--- config.mk ---
export PLATFORM = sky130hd
export DESIGN_NAME = port_controller_if_core
export DESIGN_NICKNAME = d
export VERILOG_FILES = /design/src/port_controller_if_pkg.sv /design/src/port_controller_if_core.sv
export SDC_FILE = /design/constraint.sdc
export NUM_CORES = 1
export LEC_CHECK = 0
export BUFFER_PORTS_ARGS = -buffer_cell sky130_fd_sc_hd__buf_2
export CAP_MARGIN = 30
export CORE_MARGIN = 3
export CORE_UTILIZATION = 50
export CTS_CLUSTER_SIZE = 30
export DETAILED_ROUTE_END_ITERATION = 7
export HOLD_SLACK_MARGIN = 0.05
export PLACE_DENSITY_LB_ADDON = 0.08
export REMOVE_ABC_BUFFERS = 1
export SYNTH_ARGS = -nofsm -noshare
export SYNTH_HDL_FRONTEND = slang
export SYNTH_SLANG_ARGS = --single-unit
--- constraint.sdc ---
create_clock -name pclk -period 8.2 [get_ports pclk]
set_input_delay 1.64 -clock pclk [delete_from_list [all_inputs] [get_ports pclk]]
set_output_delay 1.64 -clock pclk [all_outputs]
set_load 0.03 [all_outputs]
--- src/port_controller_if_pkg.sv ---
// Overview of operation
// - VCONN fault flag set within 20 us
// - VCONN switch opens within 50 ns
// - Interrupt asserted within 4 ms of power-up
// - Sample CC and VBUS every 2 ms at reset (within 2.2); select also gives 1, 4 or 8 ms
// - Register set reachable by port manager host
// - Append 32-bit CRC, send frame on CC
// - Valid frame gets GoodCRC reply and interrupt
// - PHY enabled when attached and detect non-zero
// - PHY always disabled while unattached
// - Power role picks source or sink threshold
// - Threshold force uses programmed threshold value
// - Rp advertisement: default, 1.5 A, 3 A
// - Line non-idle after three transitions
package port_controller_if_pkg;

    // --------------------------------------------------------------
    // Register map (byte addresses)
    // --------------------------------------------------------------
    localparam logic [7:0] ADDR_ALERT = 8'h00;
    localparam logic [7:0] ADDR_ALERT_CLR = 8'h04;
    localparam logic [7:0] ADDR_ALERT_EN = 8'h08;
    localparam logic [7:0] ADDR_CTRL = 8'h0C;
    localparam logic [7:0] ADDR_STATUS = 8'h10;
    localparam logic [7:0] ADDR_TX_DATA = 8'h14;
    localparam logic [7:0] ADDR_RX_HEAD = 8'h18;
    localparam logic [7:0] ADDR_TX_CMD = 8'h1C;

    // --------------------------------------------------------------
    // Alert bits and reset values
    // --------------------------------------------------------------
    localparam int ALERT_W = 6;
    localparam int B_INIT = 0;
    localparam int B_VCONN = 1;
    localparam int B_RXMSG = 2;
    localparam int B_TXDONE = 3;
    localparam int B_RXBAD = 4;
    localparam int B_CCSAMP = 5;
    localparam logic [5:0] ALERT_EN_RESET = 6'h1F;

    // --------------------------------------------------------------
    // Control fields
    // --------------------------------------------------------------
    localparam int F_RXDET = 0;
    localparam int F_ROLE = 2;
    localparam int F_FORCE = 3;
    localparam int F_THRESH = 4;
    localparam int F_SAMP = 6;
    localparam int F_RP = 8;
    localparam int F_ATTACH = 10;
    localparam int F_VCONN = 13;
    localparam int CTRL_W = 14;
    localparam logic [13:0] CTRL_RESET = 14'h0040;
    localparam int F_TXLEN = 0;
    localparam int F_TXGO = 8;

    typedef enum logic [2:0] {
        ST_UNATTACHED, ST_ATTACHED_SNK, ST_ATTACHED_SRC, ST_DEBUG_ACC, ST_POWERED_ACC
    } attach_t;
    typedef enum logic [1:0] {TX_IDLE, TX_BODY, TX_CRC} tx_state_t;

    // --------------------------------------------------------------
    // Timing
    // --------------------------------------------------------------
    localparam int CLK_MHZ = 200;
    localparam int VCONN_FLAG_MAX_US = 20;
    localparam int VCONN_FLAG_CYC = VCONN_FLAG_MAX_US * CLK_MHZ;
    localparam int VCONN_OPEN_MAX_NS = 50;
    localparam int VCONN_OPEN_CYC = VCONN_OPEN_MAX_NS * CLK_MHZ / 1000;
    localparam int INIT_MAX_MS = 4;
    localparam int INIT_CYC = INIT_MAX_MS * CLK_MHZ * 1000;
    localparam int CC_PERIOD_US = 2000;
    localparam int CC_CYC = CC_PERIOD_US * CLK_MHZ;
    localparam int VBUS_MAX_US = 2200;
    localparam int BIT_RATE_KBPS = 300;
    localparam int HALF_BIT_CYC = CLK_MHZ * 1000 / BIT_RATE_KBPS / 2;
    localparam int RX_IDLE_CYC = 4 * HALF_BIT_CYC;
    localparam int N_TRANS = 3;

    // --------------------------------------------------------------
    // Frame check
    // --------------------------------------------------------------
    localparam logic [31:0] CRC_INIT = 32'hFFFFFFFF;
    localparam logic [31:0] CRC_POLY = 32'hEDB88320;
    localparam logic [31:0] CRC_RESIDUE = 32'hDEBB20E3;
    localparam logic [31:0] GOODCRC_WORD = 32'h00000001;
    localparam int MIN_RX_BITS = 64;

endpackage

--- src/port_controller_if_core.sv ---
// Design decisions made here: the APB slave port and the address map.
`timescale 1ns/1ps
module port_controller_if_core import port_controller_if_pkg::*; #(
    parameter int INIT_CYCLES = INIT_CYC,
    parameter int CC_CYCLES = CC_CYC,
    parameter int TX_WORDS = 8
) (
    input wire logic pclk,
    input wire logic presetn,
    input wire logic psel,
    input wire logic penable,
    input wire logic pwrite,
    input wire logic [7:0] paddr,
    input wire logic [31:0] pwdata,
    output logic [31:0] prdata,
    output logic pready,
    output logic pslverr,
    output logic int_n,
    input wire logic vconn_fault,
    output logic vconn_sw,
    output logic phy_en,
    output logic [1:0] rx_thresh,
    output logic [1:0] rp_sel,
    output logic cc_sample_stb,
    output logic vbus_sample_stb,
    output logic tx_clk,
    output logic tx_data,
    output logic tx_oe,
    input wire logic rx_clk,
    input wire logic rx_data,
    input wire logic rx_frame
);

    function automatic logic [31:0] crc_step(input logic [31:0] c, input logic b);
        crc_step = (c >> 1) ^ ((c[0] ^ b) ? CRC_POLY : 32'h00000000);
    endfunction

    // ------------------------------------------------------------
    // Registers and bus decode
    // ------------------------------------------------------------
    logic [ALERT_W-1:0] alert;
    logic [ALERT_W-1:0] alert_en;
    logic [CTRL_W-1:0] ctrl;
    logic [3:0] tx_len;
    logic [31:0] tx_mem [TX_WORDS];
    logic [3:0] wr_ptr;
    logic [31:0] rx_head;
    logic [ALERT_W-1:0] set_ev;
    logic line_busy;
    tx_state_t tx_state;

    wire setup_done = psel & penable & ~pready;
    wire wr_go = psel & penable & pready & pwrite;
    wire wr_alert_clr = wr_go & (paddr == ADDR_ALERT_CLR);
    wire wr_alert_en = wr_go & (paddr == ADDR_ALERT_EN);
    wire wr_ctrl = wr_go & (paddr == ADDR_CTRL);
    wire wr_tx_data = wr_go & (paddr == ADDR_TX_DATA);
    wire wr_tx_cmd = wr_go & (paddr == ADDR_TX_CMD);
    wire addr_hit = (paddr[7:5] == 3'h0) & (paddr[1:0] == 2'h0);
    wire [ALERT_W-1:0] clr_mask = wr_alert_clr ? pwdata[ALERT_W-1:0] : '0;
    wire [31:0] status_word = {28'h0000000, (tx_state != TX_IDLE), line_busy, phy_en, vconn_sw};
    wire [31:0] rd_mux =
        (paddr == ADDR_ALERT) ? {26'h0000000, alert} :
        (paddr == ADDR_ALERT_EN) ? {26'h0000000, alert_en} :
        (paddr == ADDR_CTRL) ? {18'h00000, ctrl} :
        (paddr == ADDR_STATUS) ? status_word :
        (paddr == ADDR_RX_HEAD) ? rx_head :
        (paddr == ADDR_TX_CMD) ? {28'h0000000, tx_len} : 32'h00000000;

    // One wait state; register set reachable by the host
    always_ff @(posedge pclk or negedge presetn) begin
        if (!presetn) begin
            pready <= 1'b0;
            pslverr <= 1'b0;
            prdata <= 32'h00000000;
        end else begin
            pready <= setup_done;
            pslverr <= setup_done & ~addr_hit;
            prdata <= (setup_done & ~pwrite) ? rd_mux : 32'h00000000;
        end
    end

    // ------------------------------------------------------------
    // Control fields
    // ------------------------------------------------------------
    wire [2:0] attach_f = ctrl[F_ATTACH+:3];
    wire attached = (attach_f != 3'(ST_UNATTACHED)) & (attach_f <= 3'(ST_POWERED_ACC));
    wire [1:0] rp_f = ctrl[F_RP+:2];
    logic fault_s1;
    logic fault_s2;

    always_ff @(posedge pclk or negedge presetn) begin
        if (!presetn) begin
            ctrl <= CTRL_RESET;
            alert_en <= ALERT_EN_RESET;
        end else begin
            if (wr_ctrl) begin
                ctrl <= pwdata[CTRL_W-1:0];
            end
            if (fault_s2) begin
                ctrl[F_VCONN] <= 1'b0; // Fault keeps switch open until rewritten
            end
            if (wr_alert_en) begin
                alert_en <= pwdata[ALERT_W-1:0];
            end
        end
    end

    always_ff @(posedge pclk or negedge presetn) begin
        if (!presetn) begin
            phy_en <= 1'b0;
            rx_thresh <= 2'h0;
            rp_sel <= 2'h0;
        end else begin
            phy_en <= attached & (ctrl[F_RXDET+:2] != 2'h0);
            rx_thresh <= ctrl[F_FORCE] ? ctrl[F_THRESH+:2]
                                       : {1'b0, ctrl[F_ROLE]};
            rp_sel <= (rp_f == 2'h3) ? 2'h0 : rp_f;
        end
    end

    // ------------------------------------------------------------
    // VCONN fault
    // ------------------------------------------------------------
    // Pin to switch is three cycles, far inside the open budget
    always_ff @(posedge pclk or negedge presetn) begin
        if (!presetn) begin
            fault_s1 <= 1'b0;
            fault_s2 <= 1'b0;
            vconn_sw <= 1'b0;
        end else begin
            fault_s1 <= vconn_fault;
            fault_s2 <= fault_s1;
            vconn_sw <= ctrl[F_VCONN] & ~fault_s2;
        end
    end

    // ------------------------------------------------------------
    // Power-up announce and sampling timers
    // ------------------------------------------------------------
    logic [22:0] init_cnt;
    logic init_done;
    logic [22:0] samp_cnt;
    wire [22:0] cc_base = 23'(CC_CYCLES);
    wire [1:0] samp_sel = ctrl[F_SAMP+:2];
    wire [22:0] samp_period = (samp_sel == 2'h0) ? (cc_base >> 1) :
                              (samp_sel == 2'h1) ? cc_base :
                              (samp_sel == 2'h2) ? (cc_base << 1) : (cc_base << 2);
    wire init_hit = ~init_done & (init_cnt == 23'(INIT_CYCLES - 2));
    wire samp_hit = (samp_cnt >= samp_period - 23'h000001);

    always_ff @(posedge pclk or negedge presetn) begin
        if (!presetn) begin
            init_cnt <= 23'h000000;
            init_done <= 1'b0;
            samp_cnt <= 23'h000000;
            cc_sample_stb <= 1'b0;
            vbus_sample_stb <= 1'b0;
        end else begin
            init_cnt <= init_done ? init_cnt : init_cnt + 23'h000001;
            init_done <= init_done | init_hit;
            samp_cnt <= samp_hit ? 23'h000000 : samp_cnt + 23'h000001;
            cc_sample_stb <= samp_hit;
            vbus_sample_stb <= samp_hit;
        end
    end

    // ------------------------------------------------------------
    // Alerts and interrupt
    // ------------------------------------------------------------
    logic rx_good;
    logic rx_bad;
    logic tx_end_manual;
    assign set_ev = {samp_hit, rx_bad, tx_end_manual, rx_good, fault_s2, init_hit};

    // Set wins over a same-cycle write-one clear
    always_ff @(posedge pclk or negedge presetn) begin
        if (!presetn) begin
            alert <= '0;
            int_n <= 1'b1;
        end else begin
            alert <= (alert & ~clr_mask) | set_ev;
            int_n <= ~|(alert & alert_en);
        end
    end

    // ------------------------------------------------------------
    // Receiver
    // ------------------------------------------------------------
    logic rclk_s1, rclk_s2, rclk_s3;
    logic rdat_s1, rdat_s2, rdat_s3;
    logic rfrm_s1, rfrm_s2, rfrm_s3;
    logic [1:0] trans_cnt;
    logic [11:0] idle_cnt;
    logic [31:0] rx_crc;
    logic [31:0] rx_shift;
    logic [9:0] rx_bits;
    logic gcrc_pend;
    wire rx_fall = rclk_s3 & ~rclk_s2;
    wire frm_start = rfrm_s2 & ~rfrm_s3;
    wire frm_end = rfrm_s3 & ~rfrm_s2;
    wire dat_edge = rdat_s2 ^ rdat_s3;
    wire [31:0] rx_next = {rdat_s2, rx_shift[31:1]};
    wire frame_ok = (rx_crc == CRC_RESIDUE) & (rx_bits >= 10'(MIN_RX_BITS))
                    & (rx_bits[4:0] == 5'h00) & line_busy;
    assign line_busy = (trans_cnt == 2'(N_TRANS));

    always_ff @(posedge pclk or negedge presetn) begin
        if (!presetn) begin
            {rclk_s1, rclk_s2, rclk_s3} <= 3'h0;
            {rdat_s1, rdat_s2, rdat_s3} <= 3'h0;
            {rfrm_s1, rfrm_s2, rfrm_s3} <= 3'h0;
        end else begin
            {rclk_s1, rclk_s2, rclk_s3} <= {rx_clk, rclk_s1, rclk_s2};
            {rdat_s1, rdat_s2, rdat_s3} <= {rx_data, rdat_s1, rdat_s2};
            {rfrm_s1, rfrm_s2, rfrm_s3} <= {rx_frame, rfrm_s1, rfrm_s2};
        end
    end

    always_ff @(posedge pclk or negedge presetn) begin
        if (!presetn) begin
            trans_cnt <= 2'h0;
            idle_cnt <= 12'h000;
        end else if (dat_edge) begin
            idle_cnt <= 12'h000;
            trans_cnt <= line_busy ? trans_cnt : trans_cnt + 2'h1;
        end else if (idle_cnt == 12'(RX_IDLE_CYC)) begin
            trans_cnt <= 2'h0;
        end else begin
            idle_cnt <= idle_cnt + 12'h001;
        end
    end

    always_ff @(posedge pclk or negedge presetn) begin
        if (!presetn) begin
            rx_crc <= CRC_INIT;
            rx_shift <= 32'h00000000;
            rx_bits <= 10'h000;
            rx_head <= 32'h00000000;
            rx_good <= 1'b0;
            rx_bad <= 1'b0;
        end else begin
            rx_good <= phy_en & frm_end & frame_ok;
            rx_bad <= phy_en & frm_end & ~frame_ok;
            if (frm_start) begin
                rx_crc <= CRC_INIT;
                rx_bits <= 10'h000;
            end else if (rfrm_s2 & rx_fall & phy_en) begin
                rx_crc <= crc_step(rx_crc, rdat_s2);
                rx_shift <= rx_next;
                rx_bits <= rx_bits + 10'h001;
                if (rx_bits == 10'h01F) begin
                    rx_head <= rx_next;
                end
            end
        end
    end

    // ------------------------------------------------------------
    // Transmitter
    // ------------------------------------------------------------
    logic [8:0] half_cnt;
    logic [4:0] bit_idx;
    logic [3:0] word_idx;
    logic [31:0] tx_crc;
    logic tx_auto;
    wire half_tick = (half_cnt == 9'(HALF_BIT_CYC - 1));
    wire [31:0] body_word = tx_auto ? GOODCRC_WORD : tx_mem[word_idx[2:0]];
    wire cur_bit = (tx_state == TX_CRC) ? ~tx_crc[bit_idx] : body_word[bit_idx];
    wire last_word = tx_auto | (word_idx == tx_len);
    wire go_manual = wr_tx_cmd & pwdata[F_TXGO] & phy_en;
    wire start_tx = (tx_state == TX_IDLE) & phy_en & (gcrc_pend | go_manual);
    wire crc_last = (tx_state == TX_CRC) & half_tick & tx_clk & (bit_idx == 5'h1F);

    always_ff @(posedge pclk) begin
        if (wr_tx_data) begin
            tx_mem[wr_ptr[2:0]] <= pwdata;
        end
    end

    always_ff @(posedge pclk or negedge presetn) begin
        if (!presetn) begin
            wr_ptr <= 4'h0;
            tx_len <= 4'h0;
            gcrc_pend <= 1'b0;
        end else begin
            wr_ptr <= wr_tx_cmd ? 4'h0 : wr_ptr + {3'h0, wr_tx_data};
            if (wr_tx_cmd) begin
                tx_len <= pwdata[F_TXLEN+:4] & 4'(TX_WORDS - 1);
            end
            // Reply waits for a frame this port is already sending; line_busy is not checked
            gcrc_pend <= phy_en & (rx_good | (gcrc_pend & ~start_tx));
        end
    end

    always_ff @(posedge pclk or negedge presetn) begin
        if (!presetn) begin
            tx_state <= TX_IDLE;
            half_cnt <= 9'h000;
            bit_idx <= 5'h00;
            word_idx <= 4'h0;
            tx_crc <= CRC_INIT;
            tx_auto <= 1'b0;
            tx_clk <= 1'b0;
            tx_data <= 1'b0;
            tx_oe <= 1'b0;
            tx_end_manual <= 1'b0;
        end else begin
            tx_end_manual <= crc_last & ~tx_auto;
            half_cnt <= (half_tick | (tx_state == TX_IDLE)) ? 9'h000 : half_cnt + 9'h001;
            case (tx_state)
                TX_IDLE: begin
                    tx_clk <= 1'b0;
                    tx_data <= 1'b0;
                    // Drive drops a cycle after the last fall, so the far end keeps hold
                    tx_oe <= start_tx;
                    if (start_tx) begin
                        tx_state <= TX_BODY;
                        tx_auto <= gcrc_pend;
                        bit_idx <= 5'h00;
                        word_idx <= 4'h0;
                        tx_crc <= CRC_INIT;
                    end
                end
                TX_BODY, TX_CRC: begin
                    if (half_tick & ~tx_clk) begin
                        tx_clk <= 1'b1;
                        tx_data <= cur_bit;
                    end else if (half_tick) begin
                        tx_clk <= 1'b0;
                        bit_idx <= bit_idx + 5'h01;
                        if (tx_state == TX_BODY) begin
                            tx_crc <= crc_step(tx_crc, cur_bit);
                            if (bit_idx == 5'h1F) begin
                                word_idx <= word_idx + 4'h1;
                                tx_state <= last_word ? TX_CRC : TX_BODY;
                            end
                        end else if (bit_idx == 5'h1F) begin
                            tx_state <= TX_IDLE;
                        end
                    end
                end
                default: tx_state <= TX_IDLE;
            endcase
        end
    end
endmodule

==> out/metrics.cfg <==
[outcome]
status = complete, no violations

[power]
power_leakage_nw = 10.7
power.density_nw_per_um2 = 215
ir_worst_vdd_uv = 162

[finish]
most-common-layout-cells = edfxtp_1, dfrtp_1, nand2_1
drive_gt1_share_pct = 23.0
area_growth_pct = 13.4
num-nets-final = 1948
final_common_cell = edfxtp_1

[detailed_routing]
first_iter_violations = 990
final_antenna_net_count = 0
first_pass_iters = 5
viasPerCell = 5.62
drcViolationCount = 0
vias = 14100
postRouteWirelength_um = 52200
wl_per_cell_um = 20.7

[setup_path]
cpPeakStageDelay_ps = 750
timing.rr.end = tx_data
cp-end-kind = flip-flop
start_kind = flip-flop
startpoint = word_idx[0]
critPathSlowestCell = dfrtp_4
crit_family = compound AO/OA/AOI/OAI gates
r2r-start = word_idx[0]
path_depth = 10
rr_worst_depth = 10
path_cells = buf_4 > mux4_2 > and2_4 > a2111oi_4 > nor4_1 > a311o_1 > a311oi_4 > buf_8 > o21ai_0 > a22o_1
arrival_ps = 4590
setup.worst_path.end = tx_data
worstPathMaxFanout = 27
reg2reg_setup_slack_ps = 4090
required_ps = 8690
worst-path-buf-inv = 2
critPathKind = flip-flop to flip-flop

[sta]
fmax_ghz = 0.244
max-slew-margin-rel_pct = 37.2
tightest_slew_ps = 939
finalHoldViolCount = 0
final.setup.worst_slack_ps = 4090
drv_slew = 0
period_share_pct = 50.1
period_needed_ps = 4110
grt_setup_unrepaired = no
final.setup.tns_ps = 0
finalSetupViolCount = 0
fin_skew_ps = 23.2

[placement]
dp_slack_ps = 3630
hpwl_um = 32300
place_congestion = 0.807
port_buffers = 94

[grt]
grt_use_total_pct = 21.1
antenna_found_initial = 2
grt-ovfl-total = 0
grt_pass1_wl_um = 83200
grt_pass1_vias = 14700
grt_max_degree = 139

[cts]
clock-root-buffer = clkbuf_16
cts_buffers = 58
cts_max_level = 2
cts_max_path_buffers = 3
cts-hold-fix-buffers = 0
clock_latency_ps = 620
clk_pin_slew_ps = 60
cts_resized = 0
cts_tree = yes
cts.sinks = 567
cts_setup_buffers = 0

[synthesis]
yosys_warnings = 0
synth-edff-count = 256
async_flop_share_pct = 54.9
synth.cell_area_um2 = 23900
syn_avg_cell_area_um2 = 13.6
yosys_most_used_dff = edfxtp_1
ys_seq_elements = 567
seq_area_frac_synth_pct = 65.1
syn-instance-count = 1753
yosysUniqueCellTypes = 76

[worst_hold_path]
hold_path_depth = 0
hold_path_class = flip-flop to flip-flop

[floorplan]
rows = 79
ioPinCount = 95
core_region_area_um2 = 46900
initial_core_util_pct = 51.0
die-area_um2 = 50400
die_x_um = 225
die_h_um = 225

[flow_run]
drv_cap = 0

-- power by group --
| part | switching (W) | internal, W | total [W] |
|---|---|---|---|
| registers | 0.0000107 | 0.00299 | 0.00300 |
| clock network | 0.00111 | 0.00160 | 0.00271 |
| logic | 0.0000888 | 0.0000331 | 0.000122 |
| total | 0.00121 | 0.00462 | 0.00583 |
-- flip-flops by register name (all words and copies together) (netlist names), 4 cells and up --
signal	count
alert	6
alert_en	6
bit_idx	5
ctrl	14
half_cnt	9
idle_cnt	12
init_cnt	23
prdata	32
rx_bits	10
rx_crc	32
rx_head	32
rx_shift	31
samp_cnt	23
tx_crc	32
tx_mem	256
word_idx	4
-- synthesized netlist by cell type (40+ instances only) --
library cell	count	area share, %
nand2_1	202	3.2
dfstp_2	71	7.8
xnor2_1	74	2.7
o21ai_0	66	1.4
dfrtp_1	240	25
clkbuf_1	44	0.69
nand3_1	51	1.1
inv_1	49	0.77
mux2_2	58	2.7
ha_1	40	2.1
edfxtp_1	256	32
a21oi_1	55	1.2
nor2_1	141	2.2
mux4_2	67	6.3
-- worst min path at each step --
| stage | endpoint | from |
|---|---|---|
| 2_1_floorplan | fault_s2 | fault_s1 |
| 3_3_place_gp | rfrm_s2 | rfrm_s1 |
| 3_5_place_dp | rdat_s2 | rdat_s1 |
| 4_1_cts | rdat_s2 | rdat_s1 |
| 5_1_grt | rdat_s2 | rdat_s1 |
| 6_report | rdat_s2 | rdat_s1 |
-- worst reg2reg max path: stages (launching register included) --
cell	delay, ps
dfrtp_4	750
buf_4	560
mux4_2	590
and2_4	180
a2111oi_4	370
nor4_1	110
a311o_1	360
a311oi_4	590
buf_8	240
o21ai_0	80
a22o_1	180
-- stage by stage --
| stage | instances | power (W) | utilization (%) | area [um^2] | hold slack (ps) |
|---|---|---|---|---|---|
| global route | 2516 | 0.00604 | 57.8 | 27100 | 351 |
| floorplan | 1679 | 0.00309 | - | 23600 | 331 |
| detailed placement | 2406 | 0.00318 | 53.6 | 25100 | 335 |
| CTS | 2516 | 0.00591 | 57.8 | 27100 | 349 |
| finish | 2517 | 0.00583 | 57.8 | 27100 | 348 |
| global placement | 2403 | 0.00317 | 53.5 | 25100 | 332 |
-- metal layers --
layer | vias to the layer above | track usage (%) | wire, um
li1 | 6544 | - | -
met1 | 7182 | 29.5 | 23300
met2 | 327 | 34.0 | 24800
met3 | 94 | 3.88 | 2680
met4 | 2 | 6.52 | 1440
met5 | - | 0 | 13
-- kinds of logic after synthesis --
logic type | count (synthesis) | synth area share, %
xor gates and xnor gates | 107 | 3.92
DFF | 567 | 65.1
AOI/OAI and AO/OA | 213 | 5.74
and+or+nand+nor | 548 | 10.8
other | 2 | 0.0314
adders and majority gates | 40 | 2.09
muxes | 150 | 10.1
buffers and inverters | 126 | 2.22
-- layout make-up --
class                      instances  area (um^2)
fill                            3767        19700
timing repair buffer             120          703
antenna                            1         2.50
multi-input combinational       1060         7880
inverter                          52          195
tap                              607          759
clock buffer                      76         1640
clock inverter                    34          358
sequential                       567        15600
(Power assumes the default switching activity.)
